**config.mk**
```make
export PLATFORM = sky130hd
export DESIGN_NAME = deinterlace_writeback_formatter
export DESIGN_NICKNAME = d
export VERILOG_FILES = /design/src/pkg/wb_fmt_pkg.sv /design/src/rtl/block_packer.sv /design/src/rtl/deinterlace_writeback_formatter.sv
export SDC_FILE = /design/constraint.sdc
export NUM_CORES = 1
export LEC_CHECK = 0
export BUFFER_PORTS_ARGS = -buffer_cell sky130_fd_sc_hd__buf_2
export CAP_MARGIN = 20
export CORE_AREA = 2 2 351 353
export CTS_CLUSTER_DIAMETER = 150
export DETAILED_ROUTE_END_ITERATION = 8
export DIE_AREA = 0 0 353 355
export PLACE_DENSITY = 0.44
export REMOVE_ABC_BUFFERS = 1
export SYNTH_ARGS = -nofsm -noshare
export SYNTH_HDL_FRONTEND = slang
export SYNTH_SLANG_ARGS = --single-unit
```
**constraint.sdc**
```tcl
create_clock -name clk -period 2.6 [get_ports clk]
set_clock_uncertainty 0.1 [all_clocks]
set_input_delay 0.13 -clock clk [delete_from_list [all_inputs] [get_ports clk]]
set_output_delay 0.13 -clock clk [all_outputs]
set_load 0.03 [all_outputs]
```
**src/pkg/wb_fmt_pkg.sv**
```systemverilog
package wb_fmt_pkg;

  // apb register byte offsets
  localparam logic [7:0] CTRL_OFS = 8'h00;
  localparam logic [7:0] STATUS_OFS = 8'h04;
  localparam logic [7:0] COUNT_OFS = 8'h08;

  // control register fields
  localparam int CTRL_DI_BIT = 0;
  localparam int CTRL_PARTIAL_BIT = 1;
  localparam int CTRL_DN_BIT = 2;
  localparam int CTRL_422_BIT = 3;
  localparam int CTRL_START_BIT = 4;
  localparam logic [3:0] CTRL_RESET = 4'h0;

  // status register fields
  localparam int STAT_BUSY_BIT = 0;
  localparam int STAT_FMT_LSB = 4;
  localparam int STAT_LEN_LSB = 8;

  // response lengths in registers
  localparam logic [3:0] LEN_DI_DN_422 = 4'hc;
  localparam logic [3:0] LEN_DI_DN = 4'hb;
  localparam logic [3:0] LEN_DI = 4'ha;
  localparam logic [3:0] LEN_DN_422 = 4'h9;
  localparam logic [3:0] LEN_DN = 4'h5;

  // slot positions inside a response
  localparam logic [3:0] DI_MOTION_SLOT = 4'h8;
  localparam logic [3:0] DI_NOISE_SLOT = 4'h9;
  localparam logic [3:0] DI_LUMA2_SLOT = 4'ha;
  localparam logic [3:0] DN_NOISE_SLOT = 4'h4;

  // register kinds carried by one response slot
  typedef enum logic [1:0] {
    KIND_LUMA = 2'h0,
    KIND_CHROMA = 2'h1,
    KIND_MOTION = 2'h2,
    KIND_NOISE = 2'h3
  } kind_e;

  // writeback format chosen at start
  typedef enum logic [1:0] {
    FMT_DI = 2'h0,
    FMT_DN_ONLY = 2'h1,
    FMT_PARTIAL = 2'h2
  } fmt_e;

  // per-block statistics delivered by the filter
  typedef struct packed {
    logic [15:0] y_pos;
    logic [15:0] x_pos;
    logic [15:0] tad_top;
    logic [15:0] hsum_top;
    logic [15:0] vsum_top;
    logic [15:0] tad_bot;
    logic [15:0] hsum_bot;
    logic [15:0] vsum_bot;
    logic [15:0] cur_top_prev_top_diff;
    logic [15:0] cur_bot_prev_bot_diff;
    logic [15:0] cur_top_cur_bot_diff;
    logic [15:0] cur_top_prev_bot_diff;
    logic [15:0] cur_bot_prev_top_diff;
    logic [7:0] tearing_count;
    logic [7:0] fitting_count;
    logic [7:0] motion_count;
    logic [7:0] noise_est;
    logic [7:0][7:0] history;
  } stats_s;

  // one outgoing 256-bit response register
  typedef struct packed {
    logic [255:0] data;
    logic [3:0] slot;
    logic last;
  } wb_word_s;

endpackage

```
**src/rtl/block_packer.sv**
```systemverilog
`timescale 1ns/10ps
// lays 32 source bytes out as one 8-dword response register
module block_packer (
  // element bytes, element i at bits 8i+7:8i
  input wire logic [255:0] src_bytes,
  input wire wb_fmt_pkg::kind_e kind,
  // packed register
  output logic [255:0] packed_reg
);

  // one dword per loop pass
  genvar d;
  generate
    for (d = 0; d < 8; d++)
    begin : g_dword
      wire [31:0] src_dw = src_bytes[32*d +: 32];
      // chroma: cb of each pair to the upper byte of its half
      wire [31:0] chroma_dw = {src_dw[23:16], src_dw[31:24],
                               src_dw[7:0], src_dw[15:8]};
      // luma and motion keep lowest x in the low byte
      assign packed_reg[32*d +: 32] =
        (kind == wb_fmt_pkg::KIND_CHROMA) ? chroma_dw : src_dw;
    end
  endgenerate

endmodule // block_packer

```
**src/rtl/deinterlace_writeback_formatter.sv**
```systemverilog
`timescale 1ns/10ps
// Functional notes
// three writeback formats, chosen by deinterlace and partial settings
// every block fills one whole 8-dword register
// luma: 16 bytes per row, row 0 low dwords, lowest x low byte
// chroma: cb/cr pairs for even x, cb in upper byte of each half
// motion: even x 0..14, rows 0..3, two dwords per row
// noise dword 7: vertical position high, horizontal position low
// deinterlaced temporal/horizontal/vertical sums, zero when denoise off
// five field-difference sums in dwords 5 low down to 3 low
// tearing and fitting counts in dword 1 high; dword 2 reserved
// motion count in dword 1 bits 15:8, noise estimate bits 7:0
// four history bytes in dword 0, highest column group on top
// no deinterlace: top half sums in dwords 6 and 5 high
// no deinterlace: bottom half sums in dword 5 low and dword 4
// no deinterlace: dword 3 reserved, noise estimate in dword 2 low
// no deinterlace: eight history bytes, rows 7..4 in dword 1
// deinterlace enable always selects the deinterlace format
// deinterlace lengths 12, 11 or 10 by denoise and 4:2:2 input
// deinterlace order: prev luma, chroma, cur luma, chroma, motion, noise
// second-field luma, and chroma for 4:2:2, only with denoise
// no deinterlace: 16x8 block, length 9 for 4:2:2, else 5
// reserved ranges in returned registers are zero
module deinterlace_writeback_formatter (
  // clock and reset
  input wire logic clk,
  input wire logic rst_n,
  // apb slave
  input wire logic psel,
  input wire logic penable,
  input wire logic pwrite,
  input wire logic [7:0] paddr,
  input wire logic [31:0] pwdata,
  output logic [31:0] prdata,
  output logic pready,
  output logic pslverr,
  // statistics, sampled when a response starts
  input wire wb_fmt_pkg::stats_s stats,
  // pixel source, one 32-byte block per handshake
  input wire logic src_valid,
  output logic src_ready,
  input wire logic [255:0] src_bytes,
  output wb_fmt_pkg::kind_e src_kind,
  // response registers toward the thread
  output logic wb_valid,
  input wire logic wb_ready,
  output wb_fmt_pkg::wb_word_s wb_word
);

  typedef enum logic [2:0] {
    ST_IDLE = 3'b001,
    ST_RUN = 3'b010,
    ST_DRAIN = 3'b100
  } state_e;

  state_e state_q, state_d;
  logic [3:0] ctrl_q, ctrl_d;
  wb_fmt_pkg::fmt_e fmt_q, fmt_d;
  logic dn_q, dn_d;
  logic fmt422_q, fmt422_d;
  logic [3:0] len_q, len_d;
  logic [3:0] slot_q, slot_d;
  wb_fmt_pkg::stats_s stats_q, stats_d;
  logic [15:0] count_q, count_d;
  logic [31:0] prdata_q, prdata_d;
  logic wb_valid_q, wb_valid_d;
  wb_fmt_pkg::wb_word_s word_q, word_d;

  // apb decode
  wire setup_phase = psel & ~penable;
  wire access_phase = psel & penable;
  wire hit_ctrl = (paddr == wb_fmt_pkg::CTRL_OFS);
  wire hit_status = (paddr == wb_fmt_pkg::STATUS_OFS);
  wire hit_count = (paddr == wb_fmt_pkg::COUNT_OFS);
  wire mapped = hit_ctrl | hit_status | hit_count;
  wire ctrl_wr = access_phase & pwrite & hit_ctrl;
  wire busy = (state_q != ST_IDLE);
  // a start while busy is dropped so the running response stays whole
  wire start = ctrl_wr & pwdata[wb_fmt_pkg::CTRL_START_BIT] & ~busy;

  // settings as written, start bit not stored
  wire [3:0] ctrl_wdata = pwdata[3:0];
  wire set_di = ctrl_wdata[wb_fmt_pkg::CTRL_DI_BIT];
  wire set_partial = ctrl_wdata[wb_fmt_pkg::CTRL_PARTIAL_BIT];
  wire set_dn = ctrl_wdata[wb_fmt_pkg::CTRL_DN_BIT];
  wire set_422 = ctrl_wdata[wb_fmt_pkg::CTRL_422_BIT];

  // format pick; enable wins over partial
  wire wb_fmt_pkg::fmt_e fmt_pick =
    set_di ? wb_fmt_pkg::FMT_DI :
    set_partial ? wb_fmt_pkg::FMT_PARTIAL : wb_fmt_pkg::FMT_DN_ONLY;
  wire di_pick = (fmt_pick == wb_fmt_pkg::FMT_DI);

  // response length for the format about to start
  wire [3:0] len_di = ~set_dn ? wb_fmt_pkg::LEN_DI :
                      set_422 ? wb_fmt_pkg::LEN_DI_DN_422 :
                      wb_fmt_pkg::LEN_DI_DN;
  wire [3:0] len_dn = set_422 ? wb_fmt_pkg::LEN_DN_422 :
                      wb_fmt_pkg::LEN_DN;
  wire [3:0] len_pick = di_pick ? len_di : len_dn;

  // read mux, bits above each field read as zero
  wire [31:0] status_word =
    {20'h0_0000, len_q, 2'b00, fmt_q, 3'b000, busy};
  wire [31:0] rd_mux =
    hit_ctrl ? {28'h000_0000, ctrl_q} :
    hit_status ? status_word :
    hit_count ? {16'h0000, count_q} : 32'h0000_0000;

  // bus answers at once; unmapped addresses give an error
  assign pready = 1'b1;
  assign pslverr = access_phase & ~mapped;
  assign prdata = prdata_q;

  // kind of register carried by a slot
  function automatic wb_fmt_pkg::kind_e slot_kind(
    input wb_fmt_pkg::fmt_e fmt,
    input logic [3:0] slot
  );
    wb_fmt_pkg::kind_e k;
    k = wb_fmt_pkg::KIND_LUMA;
    if (fmt == wb_fmt_pkg::FMT_DI)
    begin
      // prev luma, prev chroma, cur luma, cur chroma in pairs
      if (slot < wb_fmt_pkg::DI_MOTION_SLOT)
        k = slot[1] ? wb_fmt_pkg::KIND_CHROMA
                    : wb_fmt_pkg::KIND_LUMA;
      else if (slot == wb_fmt_pkg::DI_MOTION_SLOT)
        k = wb_fmt_pkg::KIND_MOTION;
      else if (slot == wb_fmt_pkg::DI_NOISE_SLOT)
        k = wb_fmt_pkg::KIND_NOISE;
      else if (slot == wb_fmt_pkg::DI_LUMA2_SLOT)
        k = wb_fmt_pkg::KIND_LUMA;
      else
        k = wb_fmt_pkg::KIND_CHROMA;
    end
    else
    begin
      // four luma registers, statistics, then chroma when 4:2:2
      if (slot < wb_fmt_pkg::DN_NOISE_SLOT)
        k = wb_fmt_pkg::KIND_LUMA;
      else if (slot == wb_fmt_pkg::DN_NOISE_SLOT)
        k = wb_fmt_pkg::KIND_NOISE;
      else
        k = wb_fmt_pkg::KIND_CHROMA;
    end
    return k;
  endfunction

  // statistics register with deinterlacing
  function automatic logic [255:0] noise_di(
    input wb_fmt_pkg::stats_s s,
    input logic dn
  );
    logic [15:0] tad;
    logic [15:0] hs;
    logic [15:0] vs;
    logic [31:0] dw [8];
    // sums are forced to zero without denoise
    tad = dn ? s.tad_top : 16'h0000;
    hs = dn ? s.hsum_top : 16'h0000;
    vs = dn ? s.vsum_top : 16'h0000;
    dw[7] = {s.y_pos, s.x_pos};
    dw[6] = {tad, hs};
    dw[5] = {vs, s.cur_top_prev_top_diff};
    dw[4] = {s.cur_bot_prev_bot_diff, s.cur_top_cur_bot_diff};
    dw[3] = {s.cur_top_prev_bot_diff, s.cur_bot_prev_top_diff};
    dw[2] = 32'h0000_0000;
    dw[1] = {s.tearing_count, s.fitting_count,
             s.motion_count, s.noise_est};
    dw[0] = {s.history[3], s.history[2],
             s.history[1], s.history[0]};
    return {dw[7], dw[6], dw[5], dw[4], dw[3], dw[2], dw[1], dw[0]};
  endfunction

  // statistics register for the 16x8 block without deinterlacing
  function automatic logic [255:0] noise_dn(
    input wb_fmt_pkg::stats_s s
  );
    logic [31:0] dw [8];
    dw[7] = {s.y_pos, s.x_pos};
    dw[6] = {s.tad_top, s.hsum_top};
    dw[5] = {s.vsum_top, s.tad_bot};
    dw[4] = {s.hsum_bot, s.vsum_bot};
    dw[3] = 32'h0000_0000;
    dw[2] = {24'h00_0000, s.noise_est};
    dw[1] = {s.history[7], s.history[6],
             s.history[5], s.history[4]};
    dw[0] = {s.history[3], s.history[2],
             s.history[1], s.history[0]};
    return {dw[7], dw[6], dw[5], dw[4], dw[3], dw[2], dw[1], dw[0]};
  endfunction

  // current slot and what it needs
  wire wb_fmt_pkg::kind_e cur_kind = slot_kind(fmt_q, slot_q);
  wire needs_src = (cur_kind != wb_fmt_pkg::KIND_NOISE);
  wire out_free = ~wb_valid_q | wb_ready;
  wire running = (state_q == ST_RUN);
  wire last_slot = (slot_q == len_q - 4'h1);
  assign src_kind = cur_kind;
  assign src_ready = running & needs_src & out_free;
  wire load = running & out_free & (~needs_src | src_valid);

  // pixel blocks packed by the helper
  logic [255:0] pix_reg;
  block_packer u_packer (
    .src_bytes(src_bytes),
    .kind(cur_kind),
    .packed_reg(pix_reg)
  );

  // statistics layout follows the format, partial shares the 16x8 one
  wire [255:0] stat_reg = (fmt_q == wb_fmt_pkg::FMT_DI) ?
    noise_di(stats_q, dn_q) : noise_dn(stats_q);
  wire [255:0] slot_data = needs_src ? pix_reg : stat_reg;

  // sequencer
  always_comb
  begin
    state_d = state_q;
    slot_d = slot_q;
    count_d = count_q;
    unique case (state_q)
      ST_IDLE:
      begin
        if (start)
        begin
          state_d = ST_RUN;
          slot_d = 4'h0;
        end
      end
      ST_RUN:
      begin
        if (load)
        begin
          slot_d = slot_q + 4'h1;
          if (last_slot)
            state_d = ST_DRAIN;
        end
      end
      ST_DRAIN:
      begin
        // done once the last register is taken
        if (wb_ready)
        begin
          state_d = ST_IDLE;
          count_d = count_q + 16'h0001;
        end
      end
    endcase
  end

  // settings latch at start, held for the whole response; ctrl_q follows every control write
  always_comb
  begin
    ctrl_d = ctrl_wr ? ctrl_wdata : ctrl_q;
    fmt_d = start ? fmt_pick : fmt_q;
    dn_d = start ? set_dn : dn_q;
    fmt422_d = start ? set_422 : fmt422_q;
    len_d = start ? len_pick : len_q;
    stats_d = start ? stats : stats_q;
    prdata_d = setup_phase ? rd_mux : prdata_q;
  end

  // output register; holds until the thread takes it
  always_comb
  begin
    wb_valid_d = wb_valid_q;
    word_d = word_q;
    if (load)
    begin
      wb_valid_d = 1'b1;
      word_d.data = slot_data;
      word_d.slot = slot_q;
      word_d.last = last_slot;
    end
    else if (wb_ready)
      wb_valid_d = 1'b0;
  end

  assign wb_valid = wb_valid_q;
  assign wb_word = word_q;

  // control state
  always_ff @(posedge clk or negedge rst_n)
  begin
    if (!rst_n)
    begin
      state_q <= ST_IDLE;
      slot_q <= 4'h0;
      count_q <= 16'h0000;
      ctrl_q <= wb_fmt_pkg::CTRL_RESET;
      fmt_q <= wb_fmt_pkg::FMT_DN_ONLY;
      dn_q <= 1'b0;
      fmt422_q <= 1'b0;
      len_q <= wb_fmt_pkg::LEN_DN;
    end
    else
    begin
      state_q <= state_d;
      slot_q <= slot_d;
      count_q <= count_d;
      ctrl_q <= ctrl_d;
      fmt_q <= fmt_d;
      dn_q <= dn_d;
      fmt422_q <= fmt422_d;
      len_q <= len_d;
    end
  end

  // datapath registers
  always_ff @(posedge clk or negedge rst_n)
  begin
    if (!rst_n)
    begin
      stats_q <= '0;
      prdata_q <= 32'h0000_0000;
      wb_valid_q <= 1'b0;
      word_q <= '0;
    end
    else
    begin
      stats_q <= stats_d;
      prdata_q <= prdata_d;
      wb_valid_q <= wb_valid_d;
      word_q <= word_d;
    end
  end

endmodule // deinterlace_writeback_formatter

```
==> results of run 1 <==
-- stage by stage --
stage | setup WS [ns] | cell area, µm² | hold WS (ns) | setup TNS (ns) | util [%]
after floorplan | -12.51 | 27700 | -0.266 | -5365.56 | -
after global placement | -0.000722 | 36400 | 0.119 | -0.00124 | 30.0
after detailed placement | -0.0654 | 36400 | 0.113 | -1.32 | 30.0
after CTS | -0.0138 | 45000 | 0.000409 | -0.0197 | 37.1
after global routing | -0.0114 | 45400 | 0.0489 | -0.0114 | 37.4
final | 0.0840 | 45400 | 0.0638 | 0 | 37.4
-- timing repair --
action / 4_1_cts / 5_1_grt
setup endpoints to repair: 92 / 187
gates cloned: 0 / 8
gates resized for setup: 22 / 28
buffers inserted: 7 / 8
pin swaps: 6 / 6
endpoints found under the hold margin: 1027 / 0
hold buffers: 578 / 0
-- sequential cells by signal, indices dropped and copies added (netlist names), 2 cells and up --
| name | flops |
|---|---|
| stats_q | 304 |
| wb_word | 261 |
| count_q | 16 |
| prdata | 16 |
| ctrl_q | 4 |
| len_q | 4 |
| slot_q | 4 |
| state_q | 3 |
| fmt_q | 2 |
-- report_power, final --
| part | switching, W | total [W] | internal (W) |
|---|---|---|---|
| combinational | 0.0147 | 0.0234 | 0.00864 |
| sequential | 0.00152 | 0.0133 | 0.0118 |
| clock | 0.00458 | 0.0115 | 0.00696 |
-- synth_stat cells (4+ instances only) --
library cell,count
sky130_fd_sc_hd__inv_1,7
sky130_fd_sc_hd__o31ai_1,18
sky130_fd_sc_hd__nand4_1,4
sky130_fd_sc_hd__ha_1,6
sky130_fd_sc_hd__o211ai_1,66
sky130_fd_sc_hd__o2bb2ai_1,64
sky130_fd_sc_hd__buf_2,112
sky130_fd_sc_hd__clkbuf_1,115
sky130_fd_sc_hd__buf_4,49
sky130_fd_sc_hd__dfrtp_1,612
sky130_fd_sc_hd__nand3_1,114
sky130_fd_sc_hd__o21ai_0,29
sky130_fd_sc_hd__a22oi_1,41
sky130_fd_sc_hd__nand2_1,982
sky130_fd_sc_hd__and3_1,9
sky130_fd_sc_hd__xnor2_1,18
sky130_fd_sc_hd__nor3_1,5
sky130_fd_sc_hd__mux2i_1,81
sky130_fd_sc_hd__a22o_1,80
sky130_fd_sc_hd__nor2_1,21
sky130_fd_sc_hd__and2_1,66
sky130_fd_sc_hd__a211oi_1,64
sky130_fd_sc_hd__a21oi_1,172
sky130_fd_sc_hd__buf_1,12
sky130_fd_sc_hd__a221oi_1,56
sky130_fd_sc_hd__a2bb2oi_1,48
sky130_fd_sc_hd__a31oi_1,156
sky130_fd_sc_hd__dfstp_2,4
sky130_fd_sc_hd__mux2_2,38
-- worst paths after layout --
kind	from	to	slack (ns)	depth (start not counted)
worst min-delay path	paddr[7]	prdata[0]$_DFFE_PN0P_	0.06	6
min in group asynchronous	rst_n	wb_word[253]$_DFFE_PN0P_	0.56	3
worst max-delay path	fmt_q[1]$_DFFE_PN0P_	src_ready	0.08	8
max in group asynchronous	rst_n	stats_q[277]$_DFFE_PN0P_	0.62	4
worst max register to register	state_q[0]$_DFFE_PN1P_	stats_q[204]$_DFFE_PN0P_	0.09	6
worst min register to register	stats_q[0]$_DFFE_PN0P_	stats_q[0]$_DFFE_PN0P_	0.35	2
-- logic make-up after synthesis --
logic type | after synthesis | share of synthesized area [%]
simple gates | 1223 | 17.3
compound gates | 802 | 19.5
flops | 616 | 53.0
buf+inv | 301 | 5.06
mux | 119 | 4.25
xor+xnor | 21 | 0.632
fa+ha+maj | 6 | 0.258
other cells | 2 | 0.0258
-- worst max-delay path, delay by kind of cell (launching register included) --
| family | cells | cell delay (ns) |
|---|---|---|
| DFF | 1 | 0.46 |
| AOI/OAI and AO/OA | 2 | 0.22 |
| and+or+nand+nor | 2 | 0.45 |
| buffers and inverters | 4 | 0.52 |
-- cell type report --
class,instances,share of cell area (%)
clock buffer,112,4.99
sequential,616,34.0
multi-input combinational,2188,27.4
tap,1625,4.48
clock inverter,30,0.913
inverter,9,0.116
timing repair buffer,1646,28.1
antenna,3,0.0165
-- per-layer routing --
metal | wire, µm | vias to the layer above | GRT usage (%)
met5 | 91 | - | 0
met4 | 5440 | 14 | 8.31
met3 | 7470 | 242 | 3.99
met2 | 64800 | 1068 | 34.1
met1 | 59500 | 14825 | 27.0
li1 | - | 13776 | -
==> load_flow_metrics.sql, run 1 <==
INSERT INTO impl_metrics (metric_group, metric, value, unit) VALUES
('clock_network', 'cts_tree', 'built', ''),
('final_layout', 'register_area', '15400', 'µm²'),
('floorplanning', 'die_ar', '125000', 'µm²'),
('floorplanning', 'core_region_area', '121000', 'µm²'),
('yosys', 'ys_async_sr_fraction', '100', '%'),
('timing', 'rsz0062_at_grt', 'true', ''),
('setup_path', 'critPathKind', 'reg2out', ''),
('yosys', 'synthDistinctLibCells', '57', ''),
('global_route', 'first_pass_grt_wire_length', '200', 'mm'),
('clock_network', 'clkSinkCount', '616', ''),
('placement', 'routabilityCongestion', '0.824', ''),
('setup_path', 'critical_path_required', '2.37', 'ns'),
('final_layout', 'layout.cells.most_common_list', 'sky130_fd_sc_hd__nand2_1, sky130_fd_sc_hd__buf_2, sky130_fd_sc_hd__dfrtp_1', ''),
('clock_network', 'clkLatencyLatePin', '0.64', 'ns'),
('timing', 'final_max_slew_viol_count', '0', ''),
('placement', 'dp_hpwl', '94.5', 'mm'),
('routing', 'route.detailed.drc', '0', ''),
('yosys', 'cell_taking_the_most_area_after_synthesis', 'sky130_fd_sc_hd__dfrtp_1', ''),
('yosys', 'synth_seq_cells', '616', ''),
('global_route', 'globalRouteOverflowTotal', '0', ''),
('run_status', 'run_status', 'finished clean', ''),
('clock_network', 'clockRootBuffer', 'sky130_fd_sc_hd__clkbuf_16', ''),
('power_and_ir_drop', 'leakage', '22.0', 'nW'),
('floorplanning', 'die_width', '353', 'µm'),
('clock_network', 'numCtsBuffers', '79', ''),
('setup_path', 'startpoint_type', 'register', ''),
('setup_path', 'crit_path_cell_trace', 'nor4b_4 -> buf_4 -> o21ai_4 -> buf_6 -> nand2_8 -> inv_16 -> a21oi_4 -> buf_6', ''),
('routing', 'detailroute.via_count', '29925', ''),
('timing', 'maxClockFrequency', '397', 'MHz'),
('setup_path', 'cp_data_arrival_time', '2.29', 'ns'),
('final_layout', 'drive_above_1_share', '27.5', '%'),
('floorplanning', 'fp.dieH', '355', 'µm'),
('routing', 'antenna_viol_nets_final', '0', ''),
('yosys', 'synth.yosys.warnings', '0', ''),
('timing', 'finalHoldViolations', '0', ''),
('yosys', 'synthesis.area', '29100', 'µm²'),
('floorplanning', 'ios', '906', ''),
('final_layout', 'final_net_count', '5153', ''),
('floorplanning', 'floorplan.rows', '128', ''),
('yosys', 'synth-main-ff-cell', 'sky130_fd_sc_hd__dfrtp_1', ''),
('clock_network', 'cts-htree-levels', '3', ''),
('setup_path', 'timing.critical_path.slowest_cell_delay', '0.46', 'ns'),
('global_route', 'grt_util_all_layers', '20.8', '%'),
('timing', 'headroom_to_the_max_slew_limit', '51.5', '%'),
('power_and_ir_drop', 'totalPowerFinal', '0.0482', 'W'),
('yosys', 'synth-edff-count', '0', ''),
('global_route', 'grt_max_degree', '72', ''),
('clock_network', 'cts.clk_slew.worst_paths', '0.06', 'ns'),
('power_and_ir_drop', 'worst_vdd_rail_ir_drop', '0.000607', 'V'),
('routing', 'drt-total-wl', '137', 'mm'),
('yosys', 'synth_sequential_area_ratio', '53.0', '%'),
('yosys', 'synth_top_area_share', '52.6', '%'),
('clock_network', 'clock_path_buffers', '3', ''),
('final_layout', 'area_growth_syn_to_layout', '55.9', '%'),
('yosys', 'syn_inst', '3090', ''),
('final_layout', 'final_common_cell', 'sky130_fd_sc_hd__nand2_1', ''),
('worst_hold_path', 'path_type_of_the_worst_min_delay_path', 'in2reg', ''),
('routing', 'drt_pre_antenna_iters', '5', ''),
('placement', 'dpl.cell_count', '5486', ''),
('routing', 'post_drt_via_cell_ratio', '4.80', ''),
('setup_path', 'end_kind', 'output pin', ''),
('routing', 'drt-initial-drc-count', '2054', ''),
('final_layout', 'area_of_the_multi_input_gates', '12400', 'µm²'),
('power_and_ir_drop', 'power.density', '1060', 'nW/µm²'),
('setup_path', 'critPathSlowestCell', 'sky130_fd_sc_hd__dfrtp_2', ''),
('setup_path', 'cp_common_cell', 'sky130_fd_sc_hd__buf_6', ''),
('global_route', 'grt_pass1_vias', '30825', ''),
('yosys', 'syn_avg_cell_area', '9.42', 'µm²'),
('floorplanning', 'floorplan.initialDensity', '24.0', '%'),
('placement', 'placement.io_buffers', '861', ''),
('timing', 'min_period_over_period', '96.8', '%');
No activity file was read; power rests on OpenSTA's default activity.
==> inputs of run 2 (changes only) <==
REMOVE_ABC_BUFFERS = default   (was 1)
==> load_flow_metrics.sql, run 2 (same netlist as run 1, synthesis figures left out) <==
INSERT INTO impl_metrics (metric_group, metric, value, unit) VALUES
('worst_hold_path', 'min_delay_worst_endpoint', 'prdata[0]$_DFFE_PN0P_', ''),
('worst_hold_path', 'path_type_of_the_worst_min_delay_path', 'in2reg', ''),
('timing', 'holdWs', '-0.0198', 'ns'),
('worst_hold_path', 'hold_path_depth', '4', ''),
('final_layout', 'max_flop_register', 'stats_q', ''),
('routing', 'post_drt_via_cell_ratio', '4.81', ''),
('global_route', 'globalRouteOverflowTotal', '0', ''),
('timing', 'setup_viol', '0', ''),
('setup_path', 'critical_path_required', '3.01', 'ns'),
('final_layout', 'final_common_cell', 'sky130_fd_sc_hd__nand2_1', ''),
('routing', 'detailroute.via_count', '30065', ''),
('floorplanning', 'fp.dieH', '355', 'µm'),
('routing', 'antenna_viol_nets_final', '0', ''),
('setup_path', 'startpoint_type', 'register', ''),
('clock_network', 'clkLatencyLatePin', '0.65', 'ns'),
('routing', 'drt-total-wl', '141', 'mm'),
('clock_network', 'clock_path_buffers', '3', ''),
('timing', 'final_max_slew_viol_count', '0', ''),
('clock_network', 'cts.clk_slew.worst_paths', '0.06', 'ns'),
('final_layout', 'final_net_count', '5175', ''),
('placement', 'post_dp_cell_area', '36200', 'µm²'),
('setup_path', 'r2r.worst_path.cells', '11', ''),
('setup_path', 'timing.critical_path.slowest_cell_delay', '0.38', 'ns'),
('floorplanning', 'die_width', '353', 'µm'),
('timing', 'headroom_to_the_max_slew_limit', '52.0', '%'),
('final_layout', 'area_growth_syn_to_layout', '57.7', '%'),
('worst_hold_path', 'beginning_of_the_worst_hold_path', 'penable', ''),
('final_layout', 'finish.utilization', '37.8', '%'),
('setup_path', 'crit_path_cell_trace', 'inv_2 -> ha_2 -> nor2b_2 -> o21ai_4 -> buf_6 -> a31oi_4 -> nor2_4 -> buf_12 -> buf_16 -> buf_16 -> mux2_2', ''),
('setup_path', 'end_kind', 'register', ''),
('setup_path', 'critPathKind', 'reg2reg', ''),
('power_and_ir_drop', 'leakage', '22.1', 'nW'),
('global_route', 'grt_pass1_vias', '31348', ''),
('timing', 'timing.final.crit_period', '2.56', 'ns'),
('power_and_ir_drop', 'totalPowerFinal', '0.0483', 'W'),
('clock_network', 'clkSinkCount', '616', ''),
('timing', 'finalHoldViolations', '7', ''),
('global_route', 'grt_max_degree', '75', ''),
('timing', 'min_period_over_period', '98.3', '%'),
('placement', 'placement.io_buffers', '861', ''),
('power_and_ir_drop', 'power.density', '1050', 'nW/µm²'),
('timing', 'max_slew.worst_pin.slew', '0.719', 'ns'),
('clock_network', 'cts-htree-levels', '3', ''),
('clock_network', 'cts_tree', 'built', ''),
('floorplanning', 'core_region_area', '121000', 'µm²'),
('timing', 'maxClockFrequency', '391', 'MHz'),
('setup_path', 'critPathSlowestCell', 'sky130_fd_sc_hd__dfrtp_1', ''),
('global_route', 'number_of_antenna_violations_at_the_first_check_in_global_routing', '7', ''),
('global_route', 'first_pass_grt_wire_length', '206', 'mm'),
('power_and_ir_drop', 'worst_vdd_rail_ir_drop', '0.000574', 'V'),
('final_layout', 'drive_above_1_share', '27.6', '%'),
('setup_path', 'r2r_end', 'wb_word[120]$_DFFE_PN0P_', ''),
('placement', 'pre_cts_ws', '0.00636', 'ns'),
('floorplanning', 'ios', '906', ''),
('routing', 'drt_pre_antenna_iters', '5', ''),
('global_route', 'grt_util_all_layers', '21.5', '%'),
('run_status', 'violations', 'negative hold slack', ''),
('setup_path', 'worstPathBufferInverterCount', '5', ''),
('timing', 'fin_tns_setup', '0', 'ns'),
('setup_path', 'cp_data_arrival_time', '2.97', 'ns'),
('clock_network', 'numCtsBuffers', '80', ''),
('run_status', 'run_status', 'complete, but fails checks', ''),
('setup_path', 'cp_top_family', 'buffers and inverters', ''),
('run', 'drv_cap', '0', ''),
('timing', 'finalWorstSetupSlack', '0.0442', 'ns'),
('clock_network', 'clockRootBuffer', 'sky130_fd_sc_hd__clkbuf_16', ''),
('floorplanning', 'floorplan.initialDensity', '24.0', '%'),
('floorplanning', 'floorplan.rows', '128', ''),
('setup_path', 'cp_common_cell', 'sky130_fd_sc_hd__buf_16', ''),
('routing', 'route.detailed.drc', '0', ''),
('setup_path', 'reg2reg_from', 'slot_q[0]$_DFFE_PN0P_', ''),
('placement', 'routabilityCongestion', '0.868', ''),
('final_layout', 'largest_register_ffs', '304', ''),
('routing', 'drt-initial-drc-count', '2099', ''),
('routing', 'route.detailed.wl_per_inst', '22.5', 'µm'),
('placement', 'dp_hpwl', '95.0', 'mm'),
('final_layout', 'final_instance_area', '45900', 'µm²'),
('setup_path', 'rrSetupSlack', '0.04', 'ns'),
('setup_path', 'crit_path_max_fanout', '12', ''),
('final_layout', 'layout.cells.most_common_list', 'sky130_fd_sc_hd__nand2_1, sky130_fd_sc_hd__buf_2, sky130_fd_sc_hd__dfrtp_1', ''),
('timing', 'rsz0062_at_grt', 'true', ''),
('floorplanning', 'die_ar', '125000', 'µm²');
## run 2: cell types whose count changed in the layout (fill, tap and decap cells not counted), moves of 4 or more
| cell | delta |
|---|---|
| sky130_fd_sc_hd__clkbuf_8 | +8 |
| sky130_fd_sc_hd__buf_12 | +10 |
| sky130_fd_sc_hd__dlygate4sd3_1 | +26 |
| sky130_fd_sc_hd__diode_2 | +4 |
| sky130_fd_sc_hd__bufinv_16 | -6 |
| sky130_fd_sc_hd__bufbuf_16 | +5 |
| sky130_fd_sc_hd__a2bb2oi_1 | -6 |
| sky130_fd_sc_hd__a2bb2oi_2 | +6 |
| sky130_fd_sc_hd__buf_4 | -17 |
| sky130_fd_sc_hd__a31oi_1 | -4 |
## run 2: through the flow
stage / hold WS (ns) / std cells
finish: -0.0198 / 6255
global route: 0.0169 / 6253
CTS: 0.00109 / 6216
detailed placement: 0.106 / 5452
global placement: 0.0984 / 5452
floorplan: -0.266 / 3105
## run 2: where the power goes
| group | internal [W] | switching, W | leakage [nW] |
|---|---|---|---|
| Combinational | 0.00888 | 0.0147 | 12.9 |
| Sequential | 0.0118 | 0.00158 | 7.94 |
| Clock | 0.00673 | 0.00461 | 1.32 |
## run 2: how the worst max path moves through the flow
stage               cells past startpoint                       end                   from
floorplan                               7                 src_ready  slot_q[0]$_DFFE_PN0P_
global placement                       10  wb_word[104]$_DFFE_PN0P_  slot_q[0]$_DFFE_PN0P_
detailed placement                      9  wb_word[195]$_DFFE_PN0P_  slot_q[0]$_DFFE_PN0P_
CTS                                     9                 src_ready   fmt_q[0]$_DFFE_PN1P_
global route                           12  wb_word[120]$_DFFE_PN0P_  slot_q[1]$_DFFE_PN0P_
finish                                 11  wb_word[120]$_DFFE_PN0P_  slot_q[0]$_DFFE_PN0P_
## run 2: area by class of cell
cell class | instances | area, µm²
diodes | 7 | 17.5
clock buffers | 121 | 2420
clock inverters | 22 | 255
fillers | 12449 | 75500
inverters | 9 | 52.6
multi-input cells | 2188 | 12500
flip-flops and latches | 616 | 15400
well taps | 1625 | 2030
repair buffers | 1667 | 13200
## run 2: what timing repair did
action,in CTS,in global routing
pin swaps,5,3
buffers inserted,13,23
hold buffers,603,2
hold endpoints to repair,1176,13
gates cloned,5,7
resized for setup,15,47
endpoints found under the setup margin,6,140
## run 2: per-layer routing
layer  GRT usage, %  up-vias  wire (µm)
met2           36.5     1048      68400
met1           27.1    14927      59300
met3           3.55      254       7460
li1               -    13836          -
met4           8.43        0       5450
met5              0        -          0
## run 2: tightest hold or removal path, stage by stage
cell and delay, ns:
sky130_fd_sc_hd__buf_2 0.09, sky130_fd_sc_hd__nand2b_1 0.15, sky130_fd_sc_hd__buf_8 0.21, sky130_fd_sc_hd__o31ai_1 0.09
